===== src/verilog/bridge_adc_pkg.sv =====
// shared constants for the bridge converter control and readout block
`default_nettype none
package bridge_adc_pkg;
    // core clock
    localparam int CLK_PERIOD_NS = 4;

    // conversion rates selected by the rate-select pin
    localparam int SLOW_RATE_SPS = 10;
    localparam int FAST_RATE_SPS = 80;
    localparam int NS_PER_S = 1000000000;
    localparam int SLOW_PERIOD_NS = NS_PER_S / SLOW_RATE_SPS;
    localparam int FAST_PERIOD_NS = NS_PER_S / FAST_RATE_SPS;
    localparam int SLOW_PERIOD_CYCLES = SLOW_PERIOD_NS / CLK_PERIOD_NS;
    localparam int FAST_PERIOD_CYCLES = FAST_PERIOD_NS / CLK_PERIOD_NS;

    // shift clock held high this long requests standby
    localparam int STANDBY_HOLD_NS = 10000;
    localparam int STANDBY_HOLD_CYCLES =
        (STANDBY_HOLD_NS + CLK_PERIOD_NS - 1) / CLK_PERIOD_NS;

    // result format
    localparam int RESULT_BITS = 18;
    localparam int COUNT_BITS = 5;
    localparam logic [4:0] FORCE_HIGH_COUNT = 5'h12;
    localparam logic [4:0] IDLE_COUNT = 5'h13;

    // register port
    localparam int ADDR_BITS = 3;
    localparam int DATA_BITS = 8;
    localparam logic [2:0] STATUS_OFFSET = 3'h0;
    localparam logic [2:0] CLEAR_OFFSET = 3'h1;
    localparam logic [2:0] ENABLE_OFFSET = 3'h2;
    localparam logic [2:0] PINS_OFFSET = 3'h3;
    localparam logic [7:0] ENABLE_RESET = 8'h00;
    localparam logic [7:0] STATUS_RESET = 8'h00;

    // event bit positions in status, clear and enable
    localparam int EV_READY_BIT = 0;
    localparam int EV_OVERWRITE_BIT = 1;
    localparam int EV_STANDBY_BIT = 2;
    localparam int EV_COUNT = 3;

    // pin state register bit positions
    localparam int PIN_SPEED_BIT = 0;
    localparam int PIN_SHUTDOWN_N_BIT = 1;
    localparam int PIN_STANDBY_BIT = 2;
    localparam int PIN_SINGLE_ENDED_BIT = 3;

    // power modes
    typedef enum logic [0:0] {MODE_RUN, MODE_STANDBY} power_mode_t;
    // serial pin roles
    typedef enum logic [1:0] {PIN_HIGH, PIN_READY, PIN_DATA} pin_role_t;
endpackage
`default_nettype wire


===== src/verilog/pin_sync.sv =====
`timescale 1ns/100ps
`default_nettype none
// two-flop synchroniser for a group of slow pin levels
module pin_sync #(
    parameter int WIDTH = 4,
    parameter logic [WIDTH-1:0] RESET_VALUE = '0
) (
    input wire logic clk_i,
    input wire logic srst_i,
    input wire logic [WIDTH-1:0] async_i,
    output logic [WIDTH-1:0] sync_o
);
    logic [WIDTH-1:0] meta_reg;
    logic [WIDTH-1:0] meta_next;
    logic [WIDTH-1:0] sync_reg;
    logic [WIDTH-1:0] sync_next;

    // first stage feeds only the second stage
    always_comb begin
        meta_next = async_i;
        sync_next = meta_reg;
    end

    always_ff @(posedge clk_i) begin
        if (srst_i) begin
            meta_reg <= RESET_VALUE;
            sync_reg <= RESET_VALUE;
        end else begin
            meta_reg <= meta_next;
            sync_reg <= sync_next;
        end
    end

    assign sync_o = sync_reg;
endmodule
`default_nettype wire


===== src/verilog/conv_timer.sv =====
`timescale 1ns/100ps
`default_nettype none
// paces conversions; one pulse per finished conversion
module conv_timer #(
    parameter int SLOW_CYCLES = bridge_adc_pkg::SLOW_PERIOD_CYCLES,
    parameter int FAST_CYCLES = bridge_adc_pkg::FAST_PERIOD_CYCLES
) (
    input wire logic clk_i,
    input wire logic srst_i,
    input wire logic run_i,
    input wire logic fast_i,
    output logic done_o
);
    logic [31:0] count_reg;
    logic [31:0] count_next;
    logic done_reg;
    logic done_next;
    logic [31:0] last;

    // a rate change mid-period ends the current period early at worst
    always_comb begin
        last = fast_i ? 32'(FAST_CYCLES - 1) : 32'(SLOW_CYCLES - 1);
        count_next = count_reg;
        done_next = 1'b0;
        if (!run_i) begin
            count_next = '0;
        end else if (count_reg >= last) begin
            count_next = '0;
            done_next = 1'b1;
        end else begin
            count_next = count_reg + 32'h1;
        end
    end

    always_ff @(posedge clk_i) begin
        if (srst_i) begin
            count_reg <= '0;
            done_reg <= 1'b0;
        end else begin
            count_reg <= count_next;
            done_reg <= done_next;
        end
    end

    assign done_o = done_reg;
endmodule
`default_nettype wire


===== src/verilog/bridge_adc_readout.sv =====
`timescale 1ns/100ps
`default_nettype none
module bridge_adc_readout #(
    parameter int SLOW_CYCLES = bridge_adc_pkg::SLOW_PERIOD_CYCLES,
    parameter int FAST_CYCLES = bridge_adc_pkg::FAST_PERIOD_CYCLES,
    parameter int STANDBY_CYCLES = bridge_adc_pkg::STANDBY_HOLD_CYCLES
) (
    input wire logic CLOCK_I,
    input wire logic SRST_I,
    input wire logic SPEED_I,
    input wire logic SHUTDOWN_N_I,
    input wire logic SHIFT_CLK_I,
    input wire logic SINGLE_ENDED_I,
    input wire logic [bridge_adc_pkg::RESULT_BITS-1:0] CONV_RESULT_I,
    output logic READY_AND_SERIAL_OUT_O,
    output logic BRIDGE_LOW_SIDE_SWITCH_O,
    output logic BRIDGE_LOW_SIDE_SWITCH_OE_O,
    output logic ANALOG_ENABLE_O,
    input wire logic [bridge_adc_pkg::ADDR_BITS-1:0] REG_ADDR_I,
    input wire logic [bridge_adc_pkg::DATA_BITS-1:0] REG_WDATA_I,
    input wire logic REG_WRITE_I,
    input wire logic REG_READ_I,
    output logic [bridge_adc_pkg::DATA_BITS-1:0] REG_RDATA_O,
    output logic IRQ_O
);
    localparam int RB = bridge_adc_pkg::RESULT_BITS;
    localparam int CB = bridge_adc_pkg::COUNT_BITS;
    localparam int DB = bridge_adc_pkg::DATA_BITS;
    localparam int EB = bridge_adc_pkg::EV_COUNT;

    // synchronised pins; shutdown_n resets to high so SRST_I alone decides
    logic [3:0] pins_sync;
    logic speed;
    logic shutdown_n;
    logic shift_level;
    logic single_ended;
    logic core_rst;

    pin_sync #(
        .WIDTH(4),
        .RESET_VALUE(4'h2)
    ) u_pin_sync (
        .clk_i(CLOCK_I),
        .srst_i(SRST_I),
        .async_i({SINGLE_ENDED_I, SHIFT_CLK_I, SHUTDOWN_N_I, SPEED_I}),
        .sync_o(pins_sync)
    );

    assign speed = pins_sync[0];
    assign shutdown_n = pins_sync[1];
    assign shift_level = pins_sync[2];
    assign single_ended = pins_sync[3];
    assign core_rst = SRST_I | ~shutdown_n;

    // shift clock edge finder, reads only the synchronised level
    logic shift_prev_reg;
    logic shift_prev_next;
    logic shift_rise;

    always_comb begin
        shift_prev_next = shift_level;
    end

    always_ff @(posedge CLOCK_I) begin
        if (core_rst) begin
            shift_prev_reg <= 1'b0;
        end else begin
            shift_prev_reg <= shift_prev_next;
        end
    end

    assign shift_rise = shift_level & ~shift_prev_reg;

    // standby detection: shift clock held high for the hold time
    bridge_adc_pkg::power_mode_t mode_reg;
    bridge_adc_pkg::power_mode_t mode_next;
    logic [31:0] hold_reg;
    logic [31:0] hold_next;
    logic standby_event;

    always_comb begin
        mode_next = mode_reg;
        hold_next = hold_reg;
        standby_event = 1'b0;
        unique case (mode_reg)
            bridge_adc_pkg::MODE_RUN: begin
                if (!shift_level) begin
                    hold_next = '0;
                end else if (hold_reg >= 32'(STANDBY_CYCLES - 1)) begin
                    mode_next = bridge_adc_pkg::MODE_STANDBY;
                    standby_event = 1'b1;
                    hold_next = '0;
                end else begin
                    hold_next = hold_reg + 32'h1;
                end
            end
            bridge_adc_pkg::MODE_STANDBY: begin
                // falling shift clock wakes the converter
                if (!shift_level) begin
                    mode_next = bridge_adc_pkg::MODE_RUN;
                end
            end
        endcase
    end

    always_ff @(posedge CLOCK_I) begin
        if (core_rst) begin
            mode_reg <= bridge_adc_pkg::MODE_RUN;
            hold_reg <= '0;
        end else begin
            mode_reg <= mode_next;
            hold_reg <= hold_next;
        end
    end

    // conversion pacing, stopped in standby and shutdown
    logic running;
    logic conv_done;

    assign running = (mode_reg == bridge_adc_pkg::MODE_RUN);

    conv_timer #(
        .SLOW_CYCLES(SLOW_CYCLES),
        .FAST_CYCLES(FAST_CYCLES)
    ) u_conv_timer (
        .clk_i(CLOCK_I),
        .srst_i(core_rst),
        .run_i(running),
        .fast_i(speed),
        .done_o(conv_done)
    );

    // result clamp for single-ended use
    function automatic logic [RB-1:0] clamp_code(
        input logic [RB-1:0] code,
        input logic unipolar
    );
        clamp_code = (unipolar && code[RB-1]) ? '0 : code;
    endfunction

    // serial pin: ready flag, then result bits, then forced high
    bridge_adc_pkg::pin_role_t role_reg;
    bridge_adc_pkg::pin_role_t role_next;
    logic [RB-1:0] data_reg;
    logic [RB-1:0] data_next;
    logic [CB-1:0] count_reg;
    logic [CB-1:0] count_next;
    logic out_reg;
    logic out_next;
    logic overwrite_event;

    // a new result wins over a shift edge in the same cycle
    always_comb begin
        role_next = role_reg;
        data_next = data_reg;
        count_next = count_reg;
        out_next = out_reg;
        overwrite_event = 1'b0;
        if (conv_done) begin
            // unread or partly read data is simply replaced
            overwrite_event = (role_reg == bridge_adc_pkg::PIN_READY) ||
                ((role_reg == bridge_adc_pkg::PIN_DATA) &&
                 (count_reg < 5'(RB)));
            data_next = clamp_code(CONV_RESULT_I, single_ended);
            role_next = bridge_adc_pkg::PIN_READY;
            count_next = '0;
            out_next = 1'b0;
        end else if (!running) begin
            role_next = bridge_adc_pkg::PIN_HIGH;
            out_next = 1'b1;
        end else if (shift_rise) begin
            unique case (role_reg)
                bridge_adc_pkg::PIN_READY,
                bridge_adc_pkg::PIN_DATA: begin
                    if (count_reg < 5'(RB)) begin
                        // msb first, one bit per edge
                        out_next = data_reg[RB-1];
                        data_next = {data_reg[RB-2:0], 1'b0};
                        count_next = count_reg + 5'h1;
                        role_next = bridge_adc_pkg::PIN_DATA;
                    end else begin
                        out_next = 1'b1;
                        count_next = bridge_adc_pkg::IDLE_COUNT;
                        role_next = bridge_adc_pkg::PIN_HIGH;
                    end
                end
                bridge_adc_pkg::PIN_HIGH: begin
                    out_next = 1'b1;
                end
            endcase
        end
    end

    always_ff @(posedge CLOCK_I) begin
        if (core_rst) begin
            role_reg <= bridge_adc_pkg::PIN_HIGH;
            data_reg <= '0;
            count_reg <= bridge_adc_pkg::IDLE_COUNT;
            out_reg <= 1'b1;
        end else begin
            role_reg <= role_next;
            data_reg <= data_next;
            count_reg <= count_next;
            out_reg <= out_next;
        end
    end

    // switch and power outputs follow the conversion state
    logic switch_closed_reg;
    logic switch_closed_next;

    always_comb begin
        switch_closed_next = running;
    end

    always_ff @(posedge CLOCK_I) begin
        if (core_rst) begin
            switch_closed_reg <= 1'b0;
        end else begin
            switch_closed_reg <= switch_closed_next;
        end
    end

    // switch pulls to ground when closed, floats when open
    assign BRIDGE_LOW_SIDE_SWITCH_O = 1'b0;
    assign BRIDGE_LOW_SIDE_SWITCH_OE_O = switch_closed_reg;
    assign ANALOG_ENABLE_O = switch_closed_reg;
    assign READY_AND_SERIAL_OUT_O = out_reg;

    // event status, clear and enable; pins alone configure conversion
    logic [EB-1:0] status_reg;
    logic [EB-1:0] status_next;
    logic [EB-1:0] enable_reg;
    logic [EB-1:0] enable_next;
    logic [DB-1:0] rdata_reg;
    logic [DB-1:0] rdata_next;
    logic [EB-1:0] events;
    logic [EB-1:0] clears;

    // status lives on SRST_I only, so events from before a shutdown are still visible after it
    always_comb begin
        events = '0;
        events[bridge_adc_pkg::EV_READY_BIT] = conv_done & ~core_rst;
        events[bridge_adc_pkg::EV_OVERWRITE_BIT] =
            overwrite_event & ~core_rst;
        events[bridge_adc_pkg::EV_STANDBY_BIT] = standby_event & ~core_rst;
        clears = '0;
        if (REG_WRITE_I && REG_ADDR_I == bridge_adc_pkg::CLEAR_OFFSET) begin
            clears = REG_WDATA_I[EB-1:0];
        end
        // a set in the clearing cycle survives
        status_next = (status_reg & ~clears) | events;
        enable_next = enable_reg;
        if (REG_WRITE_I && REG_ADDR_I == bridge_adc_pkg::ENABLE_OFFSET) begin
            enable_next = REG_WDATA_I[EB-1:0];
        end
        rdata_next = '0;
        if (REG_READ_I) begin
            unique case (REG_ADDR_I)
                bridge_adc_pkg::STATUS_OFFSET:
                    rdata_next[EB-1:0] = status_reg;
                bridge_adc_pkg::ENABLE_OFFSET:
                    rdata_next[EB-1:0] = enable_reg;
                bridge_adc_pkg::PINS_OFFSET: begin
                    rdata_next[bridge_adc_pkg::PIN_SPEED_BIT] = speed;
                    rdata_next[bridge_adc_pkg::PIN_SHUTDOWN_N_BIT] =
                        shutdown_n;
                    rdata_next[bridge_adc_pkg::PIN_STANDBY_BIT] = ~running;
                    rdata_next[bridge_adc_pkg::PIN_SINGLE_ENDED_BIT] =
                        single_ended;
                end
                default: rdata_next = '0; // clear and unmapped read zero
            endcase
        end
    end

    always_ff @(posedge CLOCK_I) begin
        if (SRST_I) begin
            status_reg <= bridge_adc_pkg::STATUS_RESET[EB-1:0];
            enable_reg <= bridge_adc_pkg::ENABLE_RESET[EB-1:0];
            rdata_reg <= '0;
        end else begin
            status_reg <= status_next;
            enable_reg <= enable_next;
            rdata_reg <= rdata_next;
        end
    end

    assign REG_RDATA_O = rdata_reg;
    assign IRQ_O = |(status_reg & enable_reg);
endmodule
`default_nettype wire


===== config.mk =====
export PLATFORM = sky130hd
export DESIGN_NAME = bridge_adc_readout
export DESIGN_NICKNAME = d
export VERILOG_FILES = /design/src/verilog/bridge_adc_pkg.sv /design/src/verilog/pin_sync.sv /design/src/verilog/conv_timer.sv /design/src/verilog/bridge_adc_readout.sv
export SDC_FILE = /design/constraint.sdc
export NUM_CORES = 1
export LEC_CHECK = 0
export BUFFER_PORTS_ARGS = -buffer_cell sky130_fd_sc_hd__buf_2
export CORE_MARGIN = 8
export CORE_UTILIZATION = 25
export CTS_CLUSTER_SIZE = 25
export DETAILED_ROUTE_END_ITERATION = 16
export GPL_TIMING_DRIVEN = 0
export PLACE_DENSITY = 0.41
export SETUP_SLACK_MARGIN = 0.1
export SYNTH_ARGS = -nofsm -noshare
export SYNTH_HDL_FRONTEND = slang
export SYNTH_SLANG_ARGS = --single-unit

===== constraint.sdc =====
create_clock -name CLOCK_I -period 5 [get_ports CLOCK_I]
set_clock_uncertainty 0.15 [all_clocks]
set_input_delay 0.75 -clock CLOCK_I [delete_from_list [all_inputs] [get_ports CLOCK_I]]
set_output_delay 0.75 -clock CLOCK_I [all_outputs]
set_load 0.01 [all_outputs]

Word level (Yosys, flattened, before mapping)
Index checks and enable logic that the tools add are counted.
{ "totals": {"regBits": 116, "output_inout_bits": 13} }
{ "classes": {"addsub": 3, "order_cmp": 3, "eq_ne": 6, "mux": 33, "n_bitwise": 15, "n_reduce_logical": 25} }
{ "ops": {"columns": ["cell", "n"], "rows": [
  ["2-to-1 mux 18 bit", 6],
  ["adder 32 x 1 -> 32 bit (second input constant)", 2],
  ["2-to-1 mux 32 bit", 2],
  ["greater-or-equal comparator 32 x 12 -> 1 bit (second input constant)", 1],
  ["greater-or-equal comparator 32 bit", 1],
  ["2-to-1 mux 25 bit", 1],
  ["2-to-1 mux 5 bit", 5],
  ["2-to-1 mux 1 bit", 14],
  ["OR reduction 3 bit", 4],
  ["case mux 3 bit (3 select lines)", 1],
  ["OR reduction 2 bit", 4],
  ["AND 3 bit", 2],
  ["== test 3 x 2 -> 1 bit (second input constant)", 2],
  ["inverter 1 bit", 6],
  ["AND reduction 3 bit", 2],
  ["nonzero test 2 bit", 3],
  ["nonzero test 3 bit", 2],
  ["adder 5 x 1 -> 5 bit (second input constant)", 1],
  ["< comparator 5 bit (second input constant)", 1],
  ["AND 1 bit", 4],
  ["logical AND 1 bit", 4],
  ["case mux 1 bit (2 select lines)", 2],
  ["AND reduction 2 bit", 2],
  ["AND reduction 4 bit", 1],
  ["12 further kinds", 12]
]} }

Depth between registers and ports, before layout
{ "depth": {"ltp_word": 6, "mapped_depth": 9} }

Hierarchy
From an unflattened synthesis, not the netlist that was laid out.
{ "unflattened": {"hier_cells": 589, "area_unflattened_um2": 5422.7} }
{ "modules_own_cells": {"columns": ["mod", "n_inst", "cells_per_inst", "area_per_inst_um2"], "rows": [
  ["bridge_adc_readout", 1, 398, 3437.0],
  ["conv_timer", 1, 175, 1775.5],
  ["pin_sync", 1, 16, 210.2]
]} }

Worst setup path after synthesis
No wires, ideal clock.
{ "synth_path": {"path_type": "register -> register", "from": "register u_pin_sync.sync_reg[0] (netlist: u_pin_sync.sync_o[0])", "to": "register u_conv_timer.count_reg[13]", "t_arrival_ps": 2218, "setup_slack_ps": 2554, "stages_incl_launch_ff": 8, "cell_sequence": "dfxtp_1 -> ha_1 -> a2111oi_0 -> o21ai_0 -> a2111oi_2 -> o31ai_4 -> buf_2 -> nor3_1"} }
{ "synth_via": {"elab_chain_len": 3} }
{ "synth_lines": {"columns": ["item", "line_no", "source"], "rows": [
  ["start: declaration", "pin_sync.sv:15", "logic [WIDTH-1:0] sync_reg;"],
  ["start signal: assignment", "pin_sync.sv:30", "sync_reg <= sync_next;"],
  ["2-to-1 mux 25 bit", "conv_timer.sv:22", "last = fast_i ? 32'(FAST_CYCLES - 1) : 32'(SLOW_CYCLES - 1);"],
  ["greater-or-equal comparator 32 bit", "conv_timer.sv:27", "end else if (count_reg >= last) begin"],
  ["OR reduction 3 bit (no line)", null, null],
  ["end signal: assignment", "conv_timer.sv:40", "count_reg <= count_next;"],
  ["end: declaration", "conv_timer.sv:14", "logic [31:0] count_reg;"]
]} }
Every way passes these cells.
A chain may end at the register's enable or synchronous reset.

Worst setup path in the final report
{ "layout_path": {"from": "register u_pin_sync.sync_reg[0] (netlist: u_pin_sync.sync_o[0])", "to": "register u_conv_timer.count_reg[25]"} }
The elaborated chain is that of the path after synthesis.

==> flow_metrics.py <==
metrics = {
    "logic_synthesis": {
        "synth_top_cell_area_share_pct": 45.6,
        "warnings_from_yosys": 0,
        "synth.largest_area_cell": "dfxtp_1",
        "ys_top_cells_by_area": "dfxtp_1 46%, ha_1 4.8%, nor3_1 4.0%, nor2_1 4.0%, xnor2_1 3.9%",
        "synth_cells": 534,
        "commonest_register_cell_after_synthesis": "dfxtp_1",
        "number_of_flops_mapped_to_enable_cells_by_yosys": 0,
        "yosysUniqueCellTypes": 55,
        "ys_ff_latch": 112,
        "synth_seq_area_share_pct": 45.6,
        "syn-cell-area_sq_um": 4910,
        "syn_area_per_cell_sq_um": 9.20,
        "async_reset_ff_share_pct": 0,
    },
    "cells_and_area": {
        "count_of_inserted_antenna_diode_cells": 0,
        "layout-area-overhead-vs-synth_pct": 16.8,
        "drive_above_1_share_pct": 13.6,
        "finish.net_count": 648,
        "final_core_utilization_pct": 29.6,
        "n_fill_cell": 2080,
    },
    "worst_setup_path": {
        "critPathCaptureType": "register",
        "worst-endpoint-required_ns": 5.12,
        "start_kind": "register",
        "criticalPathCategory": "reg -> reg",
        "crit_arrival_ns": 3.09,
        "critPathMaxFanout": 10,
    },
    "timing": {
        "rsz_0062_raised_after_global_routing": "false",
        "setup_viol": 0,
        "tns_ns": 0,
        "layout_min_cycle_time_ns": 2.97,
        "finalHoldViolations": 0,
        "finalCritPeriodShare_pct": 59.5,
        "max_slew_margin_pct": 42.5,
        "finalMaxSlewViolations": 0,
        "worst-slew-pin-transition_ns": 0.851,
        "clock.fmax_mhz": 336,
    },
    "clock_network": {
        "tritoncts_num_sinks": 112,
        "postCtsSetupRepairBufs": 0,
        "insertion_delay_ns": 0.35,
        "clkSlewWorstSetupHoldPaths_ns": 0.07,
        "ctsHoldBuffers": 0,
        "cts-resized-gates": 0,
        "root_driver": "clkbuf_16",
        "cts_made_buffers": 9,
        "htreeDepth": 3,
        "cts_max_path_buffers": 2,
        "cts_tree": "done",
    },
    "route": {
        "detail_route.first_pass.iterations": 4,
        "wirelength_mm": 11.9,
        "wl_per_cell_um": 13.9,
        "detailroute.via_count": 3961,
        "ant_nets": 0,
        "drc_marker_count_from_the_first_detailed_route_iteration": 201,
        "detail_route.vias_per_cell": 4.61,
        "number_of_remaining_drc_errors": 0,
    },
    "hold_path": {
        "hold_class": "reg -> reg",
    },
    "outcome": {
        "outcome": "finished clean",
    },
    "grt": {
        "antenna_violations_before_repair": 0,
        "first_global_vias": 3891,
        "grt_start_max_net_pins": 17,
        "grt_first_pass_wirelength_mm": 20.0,
        "grt.total_usage_pct": 10.3,
        "gr-total-overflow": 0,
    },
    "placement": {
        "port_buffers": 37,
        "finalWeightedCongestion": 0.736,
        "detailedPlacementHpwl_mm": 8.80,
    },
    "die": {
        "floorplan.die.height_um": 156,
        "start_util_pct": 25.3,
        "die-area_sq_um": 24400,
        "die_x_um": 156,
        "core_region_area_sq_um": 19400,
        "num_io_pins": 50,
        "standard_cell_rows": 51,
    },
    "flow_run": {
        "maxCapViolations": 0,
    },
    "pwr": {
        "vdd_ir_drop_max_mv": 0.146,
        "power.leakage_uw": 0.00225,
        "power.density_cell_area_nw_per_um2": 300,
    },
}
worst paths after layout:
kind / start / endpoint / slack, ns / cells after the start
min: u_pin_sync.meta_reg[1]$_SDFF_PP1_ / u_pin_sync.sync_o[1]$_SDFF_PP1_ / 0.26 / 1
max reg2reg: u_pin_sync.sync_o[0]$_SDFF_PP0_ / u_conv_timer.count_reg[25]$_SDFF_PP0_ / 2.03 / 7
min reg2reg: u_pin_sync.meta_reg[1]$_SDFF_PP1_ / u_pin_sync.sync_o[1]$_SDFF_PP1_ / 0.26 / 1
max: u_pin_sync.sync_o[0]$_SDFF_PP0_ / u_conv_timer.count_reg[25]$_SDFF_PP0_ / 2.03 / 7
worst max-delay path, cell delays in order (launching register included):
cell,delay [ns]
dfxtp_1,0.61
ha_1,0.34
a2111oi_0,0.37
o21ai_0,0.21
a2111oi_2,0.56
o31ai_4,0.21
buf_2,0.24
nor3_1,0.20
Yosys cell counts (all sizes together), types with 2 or more instances:
library cell	count
or2	2
a21o	7
nor2b	9
o21ai	25
dfxtp	112
mux2i	7
a31oi	7
a311oi	2
a2bb2oi	8
or4	4
and2	6
mux2	9
nor4	12
a2111oi	3
xnor2	22
and3	27
buf	12
a22oi	9
nand4	11
and4	6
nor3b	6
clkbuf	18
nor3	40
ha	19
nand3	17
inv	15
nor2	52
nand2b	2
nand2	31
a21oi	10
xor2	5
o31ai	3
a211oi	2
metrics by stage:
stage | instance area, sq um | instances | setup WS [ns] | hold WS (ns) | power [uW]
after detailed placement | 5470 | 846 | 2.06 | 0.246 | 1060
after global placement | 5470 | 846 | 2.08 | 0.246 | 1050
after global routing | 5740 | 859 | 1.76 | 0.276 | 1800
after CTS | 5740 | 859 | 1.99 | 0.264 | 1750
after floorplan | 4950 | 544 | 2.55 | 0.239 | 1020
final | 5740 | 859 | 2.03 | 0.263 | 1720
report_power, final:
part           internal (uW)  switching [uW]
logic                   45.5            64.2
clock network            359             323
registers                913            12.4
area by class of cell:
type | instances | area (sq um) | share of cell area (%)
plain buffers | 30 | 155 | 2.71
clock buffers | 11 | 253 | 4.41
clock inverters | 2 | 16.3 | 0.284
inverters | 15 | 56.3 | 0.982
multi-input cells | 387 | 2500 | 43.5
flip-flops and latches | 112 | 2240 | 39.1
well taps | 265 | 332 | 5.78
repair buffers | 37 | 185 | 3.23
routing by layer:
metal  routed length (um)  vias to the layer above  share of wire (%)  track usage [%]
met5                    0                        -                  0                0
met4                  137                        0                1.1             3.75
met3                  560                        8                4.7             3.27
met2                 5590                       55                 47             16.5
met1                 5660                     1887                 47             12.8
li1                     -                     2011                  -                -
logic make-up (layout without fill, tap and decap cells):
family,count (synthesis),after routing,synth area share [%]
AOI/OAI and AO/OA,83,83,11.6
xor gates and xnor gates,27,27,4.81
adders and majority gates,19,19,4.84
buffers and inverters,45,95,4.30
DFF,112,112,45.6
muxes,16,16,3.49
other,1,11,0.0763
and+or+nand+nor,231,231,25.3
cells in the final DEF, fill, tap and decap left out, drive strengths merged, types with 8 or more instances in the layout:
| master | instances |
|---|---|
| buf | 49 |
| nor2 | 52 |
| a21oi | 10 |
| nand3 | 17 |
| nor4 | 12 |
| and3 | 27 |
| xnor2 | 22 |
| mux2 | 9 |
| nor2b | 9 |
| nand2 | 31 |
| clkbuf | 29 |
| ha | 19 |
| a22oi | 9 |
| a2bb2oi | 8 |
| inv | 16 |
| nor3 | 40 |
| o21ai | 25 |
| conb | 11 |
| dfxtp | 112 |
| nand4 | 11 |
No activity file was read; power rests on OpenSTA's default activity.
